$ cat src/core/spm_pkg.sv
// package of constants, types and state for the serial port modem pin block
package spm_pkg;

    // number of serial ports
    localparam int SPM_PORTS = 2;

    // bit of the extended control register that selects baud output
    localparam int SPM_EXT_BAUD_OUT_BIT = 7;

    // configuration index/data base addresses chosen by the address strap
    localparam logic [7:0] SPM_CFG_BASE_LO = 8'h2E;
    localparam logic [7:0] SPM_CFG_BASE_HI = 8'h4E;

    // reset level of modem-control outputs and serial out (inactive high)
    localparam logic SPM_MCTL_RESET = 1'b1;
    localparam logic SPM_SOUT_RESET = 1'b1;

    // release count after reset; strap pins stay released this many cycles plus two after reset leaves
    localparam int SPM_STRAP_SETTLE = 2;

    // fifo defaults
    localparam int SPM_FIFO_DEPTH = 32;
    localparam int SPM_DATA_W     = 8;

    // strap sampling sequence
    typedef enum logic [1:0] {
        SPM_ST_RELEASE = 2'b00,
        SPM_ST_SAMPLE  = 2'b01,
        SPM_ST_RUN     = 2'b10
    } spm_strap_e;

    // uart-side modem controls for one port
    typedef struct packed {
        logic dtr_on;   // uart ready for link (active high internally)
        logic rts_on;   // uart ready to exchange data
        logic loop;     // loopback operation
        logic baud_clk; // baud rate generator output
        logic sout;     // serial data from transmitter
        logic tx_busy;  // transmission has begun
    } spm_ctl_s;

    // synchronised, decoded modem status for one port (active high)
    typedef struct packed {
        logic cts;
        logic dsr;
        logic dcd;
        logic ring;
        logic sin;
    } spm_stat_s;

    // straps caught in the sample step, after the release count runs out
    typedef struct packed {
        logic [7:0] cfg_base;
        logic       test_mode;
    } spm_strap_s;

endpackage

$ cat src/core/spm_sync2.sv
// two flip-flop synchroniser, one per bit
`timescale 1ns/1ps
`default_nettype none
module spm_sync2 #(
    parameter int W = 5
) (
    input  wire logic         ref_clk_i,
    input  wire logic         rst_b_i,
    input  wire logic [W-1:0] async_i,
    output logic      [W-1:0] sync_o
);
    // refuse an empty synchroniser
    if (W < 1)
    begin : g_bad_w
        $error("spm_sync2 needs at least one bit");
    end

    // both stages of the synchroniser
    typedef struct packed {
        logic [W-1:0] s1;
        logic [W-1:0] s2;
    } spm_sync_s;

    spm_sync_s state_r;   // registered stages
    spm_sync_s state_nxt; // next stages

    // first stage feeds only the second
    always_comb
    begin
        state_nxt.s1 = async_i;
        state_nxt.s2 = state_r.s1;
    end

    // reset to all ones: idle-high pins
    always_ff @(posedge ref_clk_i or negedge rst_b_i)
    begin
        if (!rst_b_i)
        begin
            state_r <= '1;
        end
        else
        begin
            state_r <= state_nxt;
        end
    end

    assign sync_o = state_r.s2;
endmodule // spm_sync2
`default_nettype wire

$ cat src/core/spm_fifo.sv
// parameterised synchronous fifo with valid/ready on both sides
`timescale 1ns/1ps
`default_nettype none
module spm_fifo #(
    parameter int WIDTH = 8,
    parameter int DEPTH = 32
) (
    input  wire logic             ref_clk_i,
    input  wire logic             rst_b_i,
    input  wire logic [WIDTH-1:0] in_data_i,
    input  wire logic             in_valid_i,
    output logic                  in_ready_o,
    output logic      [WIDTH-1:0] out_data_o,
    output logic                  out_valid_o,
    input  wire logic             out_ready_i
);
    localparam int AW = $clog2(DEPTH);

    // refuse depths that the pointers cannot serve
    if (DEPTH < 2 || (1 << AW) != DEPTH)
    begin : g_bad_depth
        $error("spm_fifo depth must be a power of two of at least 2");
    end

    // pointers carry one wrap bit
    typedef struct packed {
        logic [AW:0]      wr;
        logic [AW:0]      rd;
        logic [WIDTH-1:0] dout;
        logic             dval;
    } spm_fifo_s;

    spm_fifo_s        state_r;   // registered pointers and output stage
    spm_fifo_s        state_nxt; // next value
    logic [WIDTH-1:0] mem_r [DEPTH]; // storage
    logic             full;      // every slot used
    logic             empty;     // no word stored
    logic             push;      // word accepted
    logic             pop;       // word moved to output stage

    assign full       = (state_r.wr[AW] != state_r.rd[AW]) &&
                        (state_r.wr[AW-1:0] == state_r.rd[AW-1:0]);
    assign empty      = (state_r.wr == state_r.rd);
    assign in_ready_o = !full;
    assign push       = in_valid_i && !full;
    assign pop        = !empty && (!state_r.dval || out_ready_i);

    // pointer and output stage update
    always_comb
    begin
        state_nxt = state_r;
        if (push)
        begin
            state_nxt.wr = state_r.wr + 1'b1;
        end
        if (pop)
        begin
            state_nxt.rd   = state_r.rd + 1'b1;
            state_nxt.dout = mem_r[state_r.rd[AW-1:0]];
            state_nxt.dval = 1'b1;
        end
        else if (out_ready_i)
        begin
            state_nxt.dval = 1'b0;
        end
    end

    // control state with reset
    always_ff @(posedge ref_clk_i or negedge rst_b_i)
    begin
        if (!rst_b_i)
        begin
            state_r <= '0;
        end
        else
        begin
            state_r <= state_nxt;
        end
    end

    // storage, no reset needed
    always_ff @(posedge ref_clk_i)
    begin
        if (push)
        begin
            mem_r[state_r.wr[AW-1:0]] <= in_data_i;
        end
    end

    assign out_data_o  = state_r.dout;
    assign out_valid_o = state_r.dval;
endmodule // spm_fifo
`default_nettype wire

$ cat src/core/spm_pins.sv
// pin stage of two serial ports: modem controls, status, straps, fifo
`timescale 1ns/1ps
`default_nettype none
module spm_pins
    import spm_pkg::*;
#(
    parameter int PORTS      = SPM_PORTS,
    parameter int FIFO_DEPTH = SPM_FIFO_DEPTH,
    parameter int DATA_W     = SPM_DATA_W
) (
    input  wire logic              ref_clk_i,
    input  wire logic              rst_b_i,
    // uart core side, per port
    input  wire logic [PORTS-1:0]  dtr_on_i,       // uart ready for link
    input  wire logic [PORTS-1:0]  rts_on_i,       // uart ready to exchange
    input  wire logic [PORTS-1:0]  loop_i,         // loopback operation
    input  wire logic [PORTS-1:0]  baud_clk_i,     // baud generator output
    input  wire logic [PORTS-1:0]  sout_i,         // transmitter data bit
    input  wire logic [PORTS-1:0]  tx_busy_i,      // transmission started
    input  wire logic [PORTS-1:0]  extended_control_one_bit7_i, // baud out select
    output logic      [PORTS-1:0]  cts_o,          // far end ready, high true
    output logic      [PORTS-1:0]  dsr_o,          // far end link ready
    output logic      [PORTS-1:0]  dcd_o,          // carrier detected
    output logic      [PORTS-1:0]  ring_o,         // ring seen
    output logic      [PORTS-1:0]  sin_o,          // synchronised serial in
    output logic                   ring_wake_o,    // any ring, wake event
    // received-bit stream through the fifo, port 1
    input  wire logic              rx_valid_i,
    input  wire logic [DATA_W-1:0] rx_data_i,
    output logic                   rx_ready_o,
    output logic                   rx_valid_o,
    output logic      [DATA_W-1:0] rx_data_o,
    input  wire logic              rx_ready_i,
    // straps
    output logic      [7:0]        cfg_base_o,     // index port address
    output logic                   test_mode_o,    // test mode entered
    output logic                   strap_done_o,   // straps have been sampled
    // pins
    input  wire logic [PORTS-1:0]  cts_b_i,
    input  wire logic [PORTS-1:0]  dsr_b_i,
    input  wire logic [PORTS-1:0]  dcd_b_i,
    input  wire logic [PORTS-1:0]  ri_b_i,
    input  wire logic [PORTS-1:0]  sin_i,
    output logic      [PORTS-1:0]  sout_o,
    output logic      [PORTS-1:0]  rts_b_o,
    output logic      [PORTS-1:0]  rts_b_oe_o,
    input  wire logic              port1_rts_pin_i, // test strap read-back
    output logic      [PORTS-1:0]  port_terminal_ready_or_baud_pin_o,
    output logic      [PORTS-1:0]  port_terminal_ready_or_baud_pin_oe_o,
    input  wire logic              port1_terminal_ready_or_baud_pin_i // address strap
);
    localparam int SW = 5; // synchronised bits per port

    // refuse configurations the strap logic cannot serve
    if (PORTS < 1)
    begin : g_bad_ports
        $error("spm_pins needs at least one port");
    end

    // whole module state
    typedef struct packed {
        spm_strap_e             phase;    // strap sequence
        logic [1:0]             settle;   // release cycles left
        spm_strap_s             strap;    // caught straps
        logic [PORTS-1:0]       dtr_b;    // registered dtr/baud pin level
        logic [PORTS-1:0]       rts_b;    // registered rts pin level
        logic [PORTS-1:0]       sout;     // registered serial out
        logic [PORTS-1:0]       cts;      // decoded status
        logic [PORTS-1:0]       dsr;
        logic [PORTS-1:0]       dcd;
        logic [PORTS-1:0]       ring;
        logic [PORTS-1:0]       sin;
        logic                   wake;     // any ring
    } spm_state_s;

    spm_state_s             state_r;   // registered state
    spm_state_s             state_nxt; // next state
    logic [PORTS*SW-1:0]    raw;       // pins into synchroniser
    logic [PORTS*SW-1:0]    synced;    // synchroniser outputs

    // gather status pins and serial in for every port
    for (genvar p = 0; p < PORTS; p++)
    begin : g_gather
        assign raw[p*SW +: SW] = {cts_b_i[p], dsr_b_i[p], dcd_b_i[p], ri_b_i[p], sin_i[p]};
    end

    // every status input crosses two flops before use
    spm_sync2 #(
        .W (PORTS*SW)
    ) u_sync (
        .ref_clk_i   (ref_clk_i),
        .rst_b_i     (rst_b_i),
        .async_i     (raw),
        .sync_o      (synced)
    );

    // received stream buffer
    spm_fifo #(
        .WIDTH (DATA_W),
        .DEPTH (FIFO_DEPTH)
    ) u_fifo (
        .ref_clk_i   (ref_clk_i),
        .rst_b_i     (rst_b_i),
        .in_data_i   (rx_data_i),
        .in_valid_i  (rx_valid_i),
        .in_ready_o  (rx_ready_o),
        .out_data_o  (rx_data_o),
        .out_valid_o (rx_valid_o),
        .out_ready_i (rx_ready_i)
    );

    // next-state logic
    always_comb
    begin
        state_nxt = state_r;
        // strap sequence: pins released, then sampled once, then driven
        unique case (state_r.phase)
            SPM_ST_RELEASE:
            begin
                // wait for the external straps to settle
                if (state_r.settle == 2'h0)
                begin
                    state_nxt.phase = SPM_ST_SAMPLE;
                end
                else
                begin
                    state_nxt.settle = state_r.settle - 2'h1;
                end
            end
            SPM_ST_SAMPLE:
            begin
                // address strap on port 1 dtr pin
                state_nxt.strap.cfg_base = port1_terminal_ready_or_baud_pin_i ?
                                           SPM_CFG_BASE_HI : SPM_CFG_BASE_LO;
                // test strap on port 1 rts pin
                state_nxt.strap.test_mode = port1_rts_pin_i;
                state_nxt.phase           = SPM_ST_RUN;
            end
            SPM_ST_RUN:
            begin
                state_nxt.phase = SPM_ST_RUN;
            end
            default:
            begin
                state_nxt.phase = SPM_ST_RELEASE;
            end
        endcase
        // per-port pin drive and status decode
        for (int p = 0; p < PORTS; p++)
        begin
            if (state_r.phase != SPM_ST_RUN)
            begin
                // reset levels: dtr function, inactive high
                state_nxt.dtr_b[p] = SPM_MCTL_RESET;
                state_nxt.rts_b[p] = SPM_MCTL_RESET;
                state_nxt.sout[p]  = SPM_SOUT_RESET;
            end
            else
            begin
                if (extended_control_one_bit7_i[p])
                begin
                    // baud generator clock replaces dtr
                    state_nxt.dtr_b[p] = baud_clk_i[p];
                end
                else if (loop_i[p])
                begin
                    // loopback forces inactive
                    state_nxt.dtr_b[p] = SPM_MCTL_RESET;
                end
                else
                begin
                    // low only when uart ready for link
                    state_nxt.dtr_b[p] = !dtr_on_i[p];
                end
                // loopback forces rts inactive
                state_nxt.rts_b[p] = loop_i[p] ? SPM_MCTL_RESET : !rts_on_i[p];
                // serial out idles high until transmission starts
                state_nxt.sout[p] = (tx_busy_i[p] && !loop_i[p]) ?
                                    sout_i[p] : SPM_SOUT_RESET;
            end
            // active-low status decoded to high-true
            state_nxt.cts[p]  = !synced[p*SW+4];
            state_nxt.dsr[p]  = !synced[p*SW+3];
            state_nxt.dcd[p]  = !synced[p*SW+2];
            state_nxt.ring[p] = !synced[p*SW+1];
            state_nxt.sin[p]  = synced[p*SW];
        end
        // ring watched regardless of port state, as a wake event
        state_nxt.wake = |state_nxt.ring;
    end

    // state register
    always_ff @(posedge ref_clk_i or negedge rst_b_i)
    begin
        if (!rst_b_i)
        begin
            state_r                 <= '0;
            state_r.phase           <= SPM_ST_RELEASE;
            state_r.settle          <= 2'(SPM_STRAP_SETTLE);
            state_r.strap.cfg_base  <= SPM_CFG_BASE_LO;
            state_r.dtr_b           <= '1;
            state_r.rts_b           <= '1;
            state_r.sout            <= '1;
            state_r.sin             <= '1;
        end
        else
        begin
            state_r <= state_nxt;
        end
    end

    // strap pins stay released until sampling is over
    always_comb
    begin
        port_terminal_ready_or_baud_pin_oe_o = '1;
        rts_b_oe_o                           = '1;
        if (state_r.phase != SPM_ST_RUN)
        begin
            port_terminal_ready_or_baud_pin_oe_o[0] = 1'b0;
            rts_b_oe_o[0]                           = 1'b0;
        end
    end

    assign port_terminal_ready_or_baud_pin_o = state_r.dtr_b;
    assign rts_b_o      = state_r.rts_b;
    assign sout_o       = state_r.sout;
    assign cts_o        = state_r.cts;
    assign dsr_o        = state_r.dsr;
    assign dcd_o        = state_r.dcd;
    assign ring_o       = state_r.ring;
    assign sin_o        = state_r.sin;
    assign ring_wake_o  = state_r.wake;
    assign cfg_base_o   = state_r.strap.cfg_base;
    assign test_mode_o  = state_r.strap.test_mode;
    assign strap_done_o = (state_r.phase == SPM_ST_RUN);
endmodule // spm_pins
`default_nettype wire

$ cat config.mk
export PLATFORM = sky130hd
export DESIGN_NAME = spm_pins
export DESIGN_NICKNAME = d
export VERILOG_FILES = /design/src/core/spm_pkg.sv /design/src/core/spm_sync2.sv /design/src/core/spm_fifo.sv /design/src/core/spm_pins.sv
export SDC_FILE = /design/constraint.sdc
export NUM_CORES = 1
export LEC_CHECK = 0
export ABC_AREA = 1
export BUFFER_PORTS_ARGS = -buffer_cell sky130_fd_sc_hd__buf_2
export CAP_MARGIN = 20
export CORE_AREA = 2 2 178 180
export CTS_BUF_LIST = sky130_fd_sc_hd__clkbuf_8 sky130_fd_sc_hd__clkbuf_16
export CTS_CLUSTER_SIZE = 14
export DETAILED_ROUTE_END_ITERATION = 16
export DIE_AREA = 0 0 180 182
export SLEW_MARGIN = 20
export SYNTH_ARGS = -nofsm -noshare
export SYNTH_HDL_FRONTEND = slang
export SYNTH_SLANG_ARGS = --single-unit
$ cat constraint.sdc
create_clock -name ref_clk_i -period 3.8 [get_ports ref_clk_i]
set_input_delay 0.76 -clock ref_clk_i [delete_from_list [all_inputs] [get_ports ref_clk_i]]
set_output_delay 0.76 -clock ref_clk_i [all_outputs]
set_load 0.005 [all_outputs]
==> qor.yml, run 1 <==
grt:
  busiest_layer: "met2"
  grt_use_met2: 0.320
  grtUsageMet3: 0.0459
  use_met1: 0.252
  antenna_found_initial: 0
  first_global_vias: 8639
  grt_start_max_net_pins: 132
  gr-total-overflow: 0
  gr-usage-all-layers: 0.192
  grt_pass1_wl_um: 48500
route:
  drtIter0Drc: 982
  post_drt_wl_per_cell_um: 17.4
  via_per_inst: 4.96
  ant_nets: 0
  firstDrtPassIters: 5
  wirelength_um: 31100
  via_count: 8840
  drc: 0
layout:
  diodes: 0
  stdcell_count: 1783
  area_delta_synth_final_pct: 11.2
  layout_common_cells: "nand2_1 (426), edfxtp_1 (256), inv_1 (147)"
  design_area_mm2: 0.0153
  final_core_util: 0.493
  nets: 1402
  final_common_cell: "nand2_1"
  drive_gt1_frac: 0.120
critical_path:
  arrival_ns: 3.14
  regToRegStartpoint: "u_fifo.state_r[11]$_DFFE_PN0P_"
  cp_num_cells: 7
  crit_top_cell: "nor2_1"
  ff2ff_setup_slack_ns: 0.81
  cp-start-kind: "register"
  cp_top_family: "simple AND/OR/NAND/NOR gates"
  crit_path_end_kind: "register"
  r2r_end: "u_fifo.mem_r[29][2]$_DFFE_PP_"
  required_ns: 3.95
  cp_num_buf_inv: 0
  crit_type: "reg -> reg"
  slowest_delay_ns: 0.80
  path_max_fanout: 39
  endpoint: "u_fifo.mem_r[29][2]$_DFFE_PP_"
  startpoint: "u_fifo.state_r[11]$_DFFE_PN0P_"
  crit_chain: "xor2_1 > nor2_1 > nand2_1 > nor2_1 > nand2_2 > nand2_2 > nor2_1"
  slowest_stage: "dfrtp_1"
  reg2regPathDepth: 7
power_and_ir_drop:
  finalPower_uw: 10700
  power_density_mw_per_mm2: 700
  irDropWorstVdd_uv: 366
  p_leak_uw: 0.00642
sta:
  rsz0062_at_grt: "no"
  finalCriticalPeriod_ns: 2.99
  hold_viol_final: 0
  finalCritPeriodShare: 0.788
  worst_pin_slew_ns: 0.889
  max-slew-margin-rel: 0.406
  setup_viol: 0
  maxSlewViolCount: 0
  timing.fmax_mhz: 334
  skew_ns: 0.0156
  fin_setup_tns_ns: 0
clock_network:
  path_clk_slew_ns: 0.06
  cts_tree: "done"
  postCtsHoldBufs: 0
  cts_made_buffers: 35
  clk_latency_ns: 0.53
  cts_max_level: 2
  postCtsSetupBuffers: 0
  clkSinkCount: 321
  ctsResizeCount: 0
  cts-root-buf: "clkbuf_16"
  max-clock-path-buffers: 3
synth:
  synthCells: 1330
  ys_seq_area_frac: 0.680
  ys_warn_count: 0
  syn_area_per_cell_um2: 10.3
  netlist_area_mm2: 0.0138
  synth_top_area_cell: "edfxtp_1"
  netlist.area_leader.share: 0.559
  synth.area.top_cells: "edfxtp_1 (56%), nand2_1 (12%), dfrtp_1 (6.4%), dfstp_2 (5.7%), nand3_1 (4.5%)"
  synth.distinct_cells: 29
  ys_seq_elements: 321
min_path:
  hp-class: "in -> async"
die:
  start_util: 0.444
  core_area_mm2: 0.0310
  dieArea_mm2: 0.0328
  num_rows: 65
  ioPinCount: 79
  die_width_um: 180
  die_h_um: 182
placed_design:
  hpwl_um: 18900
  dp.cells: 1719
  port_buffers: 70
  dpl_cell_area_mm2: 0.0141
  gp_congestion: 0.836
outcome:
  outcome: "complete, no violations"
flow_run:
  maxCapViolCount: 0
==> synthesized netlist by cell type (all sizes together) <==
cell / count
nand2: 428
edfxtp: 256
inv: 139
nand3: 123
nor2: 120
buf: 82
o21ai: 41
dfrtp: 35
dfstp: 30
a21oi: 21
clkbuf: 16
ha: 10
xor2: 9
nor3: 6
clkinv: 4
xnor2: 3
conb: 2
nand4: 2
mux2: 1
nor4: 1
o21a: 1
==> flip-flops by register name, indices dropped and copies added (netlist names), 4 cells and up <==
signal	cells
state_r	4
u_fifo.mem_r	256
u_fifo.out_data_o	8
u_fifo.state_r	12
u_sync.state_nxt	10
u_sync.sync_o	10
==> through the flow <==
stage	worst slack, ns	hold WS, ns
detailed placement	0.824	0.347
global route	0.598	0.269
finish	0.807	0.252
CTS	0.815	0.251
floorplan	1.71	0.345
global placement	0.836	0.345
==> layer usage <==
layer,wire length (um),share of wire,vias up
li1,-,-,4293
met1,13200,0.42,4222
met2,15000,0.48,266
met3,2140,0.069,59
met4,765,0.025,0
met5,0,0,-
==> final cells by class <==
type / count / area (um^2)
multi-input combinational: 774 / 3320
timing repair buffer: 79 / 430
clock buffer: 42 / 1010
clock inverter: 22 / 133
sequential: 321 / 9360
inverter: 143 / 538
tap: 402 / 503
fill: 2834 / 15700
==> power by group <==
group / total [uW] / switching [uW] / leakage (uW) / internal (uW)
clock: 3280 / 1380 / 0.000592 / 1900
combinational: 3120 / 2240 / 0.00279 / 877
sequential: 4300 / 223 / 0.00304 / 4080
total: 10700 / 3840 / 0.00642 / 6850
==> cells by family (layout without fill, tap and decap cells) <==
| family | Yosys count | after routing | synth area share |
|---|---|---|---|
| compound gates | 63 | 63 | 0.0234 |
| xor+xnor | 12 | 12 | 0.00764 |
| fa+ha+maj | 10 | 10 | 0.00910 |
| buf+inv | 241 | 286 | 0.0802 |
| flops | 321 | 321 | 0.680 |
| mux | 1 | 1 | 0.000819 |
| other cells | 2 | 8 | 0.000546 |
| simple gates | 680 | 680 | 0.198 |
==> worst min path at each step <==
stage                             startpoint                        endpoint  slack [ns]  depth (start not counted)
3_5_place_dp   u_sync.state_nxt[4]$_DFF_PN1_      u_sync.sync_o[4]$_DFF_PN1_        0.35                          0
2_1_floorplan     u_sync.sync_o[0]$_DFF_PN1_              sin_o[0]$_DFF_PN1_        0.35                          0
3_3_place_gp   u_sync.state_nxt[7]$_DFF_PN1_      u_sync.sync_o[7]$_DFF_PN1_        0.35                          0
6_report                             rst_b_i  u_fifo.state_r[12]$_DFFE_PN0P_        0.25                          1
4_1_cts                              rst_b_i  u_fifo.state_r[18]$_DFFE_PN0P_        0.25                          1
5_1_grt                              rst_b_i  u_fifo.state_r[18]$_DFFE_PN0P_        0.27                          1
Power figures use the tool's default switching activity.
==> inputs of run 2 (changes only) <==
==> constraint.sdc (replaced) <==
create_clock -name ref_clk_i -period 2.9 [get_ports ref_clk_i]
set_input_delay 0.58 -clock ref_clk_i [delete_from_list [all_inputs] [get_ports ref_clk_i]]
set_output_delay 0.58 -clock ref_clk_i [all_outputs]
set_load 0.005 [all_outputs]
==> run 2 against run 1 <==
Setup slack got worse by 0.31 ns. First-iteration DRC count is 18% lower. Global-route usage up 0.48 points. Clock skew is 0.0082 ns lower. Routed wire length is 2.8% higher. Sequential cell count stayed put. Hold slack worse by 0.15 ns. Largest power group unchanged.
==> qor.yml, run 2 (synthesized netlist as in run 1, its figures left out) <==
clock_network:
  cts-root-buf: "clkbuf_16"  # unchanged
  clk_latency_ns: 0.51  # was 0.53 ns
  cts_made_buffers: 35  # unchanged
  cts_max_level: 2  # unchanged
  postCtsSetupBuffers: 0  # unchanged
  postCtsHoldBufs: 0  # unchanged
  cts_tree: "done"  # unchanged
  path_clk_slew_ns: 0.06  # about the same
  max-clock-path-buffers: 3  # unchanged
  ctsResizeCount: 0  # unchanged
  clkSinkCount: 321  # unchanged
sta:
  skew_ns: 0.00735  # was 0.0156 ns
  rsz0062_at_grt: "no"  # unchanged
  finalCriticalPeriod_ns: 2.40
  fin_setup_tns_ns: 0  # unchanged
  setup_viol: 0  # unchanged
  fin_hold_ws_ns: 0.103  # was 0.252 ns
  maxSlewViolCount: 0  # unchanged
  timing.fmax_mhz: 416
  max-slew-margin-rel: 0.379  # was 0.406
  worst_pin_slew_ns: 0.931  # was 0.889 ns
  hold_viol_final: 0  # unchanged
  finalCritPeriodShare: 0.829
power_and_ir_drop:
  irDropWorstVdd_uv: 748  # was 366 uV
  power_density_mw_per_mm2: 909  # was 700 mW/mm^2
  p_leak_uw: 0.00643  # was 0.00642 uW
die:
  die_width_um: 180  # unchanged
  core_area_mm2: 0.0310  # unchanged
  num_rows: 65  # unchanged
  start_util: 0.444  # unchanged
  die_h_um: 182  # unchanged
  ioPinCount: 79  # unchanged
  dieArea_mm2: 0.0328  # unchanged
layout:
  nets: 1410  # was 1402
  nFillCells: 2838  # was 2834
  largest_register_ffs: 256  # unchanged
  drive_gt1_frac: 0.125  # was 0.120
  regArea_mm2: 0.00936  # unchanged
  diodes: 0  # unchanged
  area_delta_synth_final_pct: 11.3  # was 11.2%
  multiInputGateArea_mm2: 0.00332  # unchanged
  final_common_cell: "nand2_1"  # unchanged
  layout_common_cells: "nand2_1 (426), edfxtp_1 (256), inv_1 (145)"  # was nand2_1 (426), edfxtp_1 (256), inv_1 (147)
critical_path:
  required_ns: 2.32  # was 3.95 ns
  cp_num_buf_inv: 2  # was 0
  path_max_fanout: 7  # was 39
  ff2ff_setup_slack_ns: 0.53  # was 0.81 ns
  cp_top_family: "flip-flops"  # was simple AND/OR/NAND/NOR gates
  arrival_ns: 1.82  # was 3.14 ns
  slowest_stage: "dfrtp_1"  # unchanged
  crit_type: "reg -> out"  # was reg -> reg
  cp_num_cells: 8  # was 7
  crit_path_end_kind: "primary output"  # was register
  crit_top_cell: "nand2_1"  # was nor2_1
  regToRegStartpoint: "u_fifo.state_r[15]$_DFFE_PN0P_"  # was u_fifo.state_r[11]$_DFFE_PN0P_
  crit_chain: "inv_1 > nand2_1 > nand2_1 > a21oi_2 > nand2_1 > nor2_1 > nand2_2 > buf_2"  # was xor2_1 > nor2_1 > nand2_1 > nor2_1 > nand2_2 > nand2_2 > nor2_1
  r2r_end: "u_fifo.mem_r[11][1]$_DFFE_PP_"  # was u_fifo.mem_r[29][2]$_DFFE_PP_
  reg2regPathDepth: 10  # was 7
  cp-start-kind: "register"  # unchanged
  slowest_delay_ns: 0.46  # was 0.80 ns
  startpoint: "u_fifo.state_r[15]$_DFFE_PN0P_"  # was u_fifo.state_r[11]$_DFFE_PN0P_
route:
  ant_nets: 0  # unchanged
  post_drt_wl_per_cell_um: 17.8  # was 17.4 um
  via_per_inst: 4.97  # was 4.96
  wl_met3_um: 1920  # was 2140 um
  topRoutingLayerUsed: "met4"  # unchanged
  drc: 0  # unchanged
  drtIter0Drc: 806  # was 982
  dr_wl_met2_um: 15300  # was 15000 um
  firstDrtPassIters: 6  # was 5
  met1_length_um: 13600  # was 13200 um
  wirelength_um: 31900  # was 31100 um
  via_count: 8904  # was 8840
placed_design:
  hpwl_um: 19700  # was 18900 um
  port_buffers: 70  # unchanged
  gp_congestion: 0.820  # was 0.836
min_path:
  hp-class: "in -> async"  # unchanged
grt:
  antenna_found_initial: 0  # unchanged
  grt_pass1_wl_um: 49000  # was 48500 um
  gr-usage-all-layers: 0.197  # was 0.192
  gr-total-overflow: 0  # unchanged
  grt_start_max_net_pins: 132  # unchanged
  first_global_vias: 8728  # was 8639
outcome:
  outcome: "complete, no violations"  # unchanged
flow_run:
  maxCapViolCount: 0  # unchanged
-- run 2: changes by cell type in the layout (fill, tap and decap cells not counted), sizes merged --
cell	change
clkbuf	-7
buf	+8
inv	+1
bufinv	+2
clkinv	+1
clkinvlp	+2
-- run 2: report_power, final --
part           leakage (uW)  total [uW]  switching, uW  internal (uW)
combinational       0.00284        4210           3000           1200
sequential          0.00304        5550            208           5340
clock              0.000548        4140           1750           2390
total               0.00643       13900           4960           8940
-- run 2: metal layers --
metal  vias up  track usage
met5         -            0
met4         0       0.0754
met3        64       0.0335
met2       271        0.326
met1      4256        0.262
li1       4313            -
-- run 2: metrics by stage --
stage,utilization,total power (uW),setup WS (ns),std cells,cell area (um^2)
final,0.494,13900,0.497,1790,15300
after global routing,0.494,14700,0.322,1790,15300
after CTS,0.494,14000,0.481,1790,15300
after detailed placement,0.459,9850,0.558,1727,14200
after global placement,0.459,9830,0.598,1727,14200
after floorplan,-,8530,0.810,1336,13800
-- run 2: how the worst max path moves through the flow --
stage | end
after CTS | rx_ready_o
after global placement | u_fifo.mem_r[11][5]$_DFFE_PP_
after detailed placement | u_fifo.mem_r[11][1]$_DFFE_PP_
final | rx_ready_o
after global routing | u_fifo.mem_r[17][0]$_DFFE_PP_
after floorplan | u_fifo.mem_r[15][0]$_DFFE_PP_
-- run 2: layout make-up --
class / instances / area share
sequential: 321 / 0.611
multi-input combinational: 774 / 0.217
clock buffer: 35 / 0.0572
inverter: 143 / 0.0352
timing repair buffer: 87 / 0.0337
tap: 402 / 0.0329
clock inverter: 28 / 0.0127
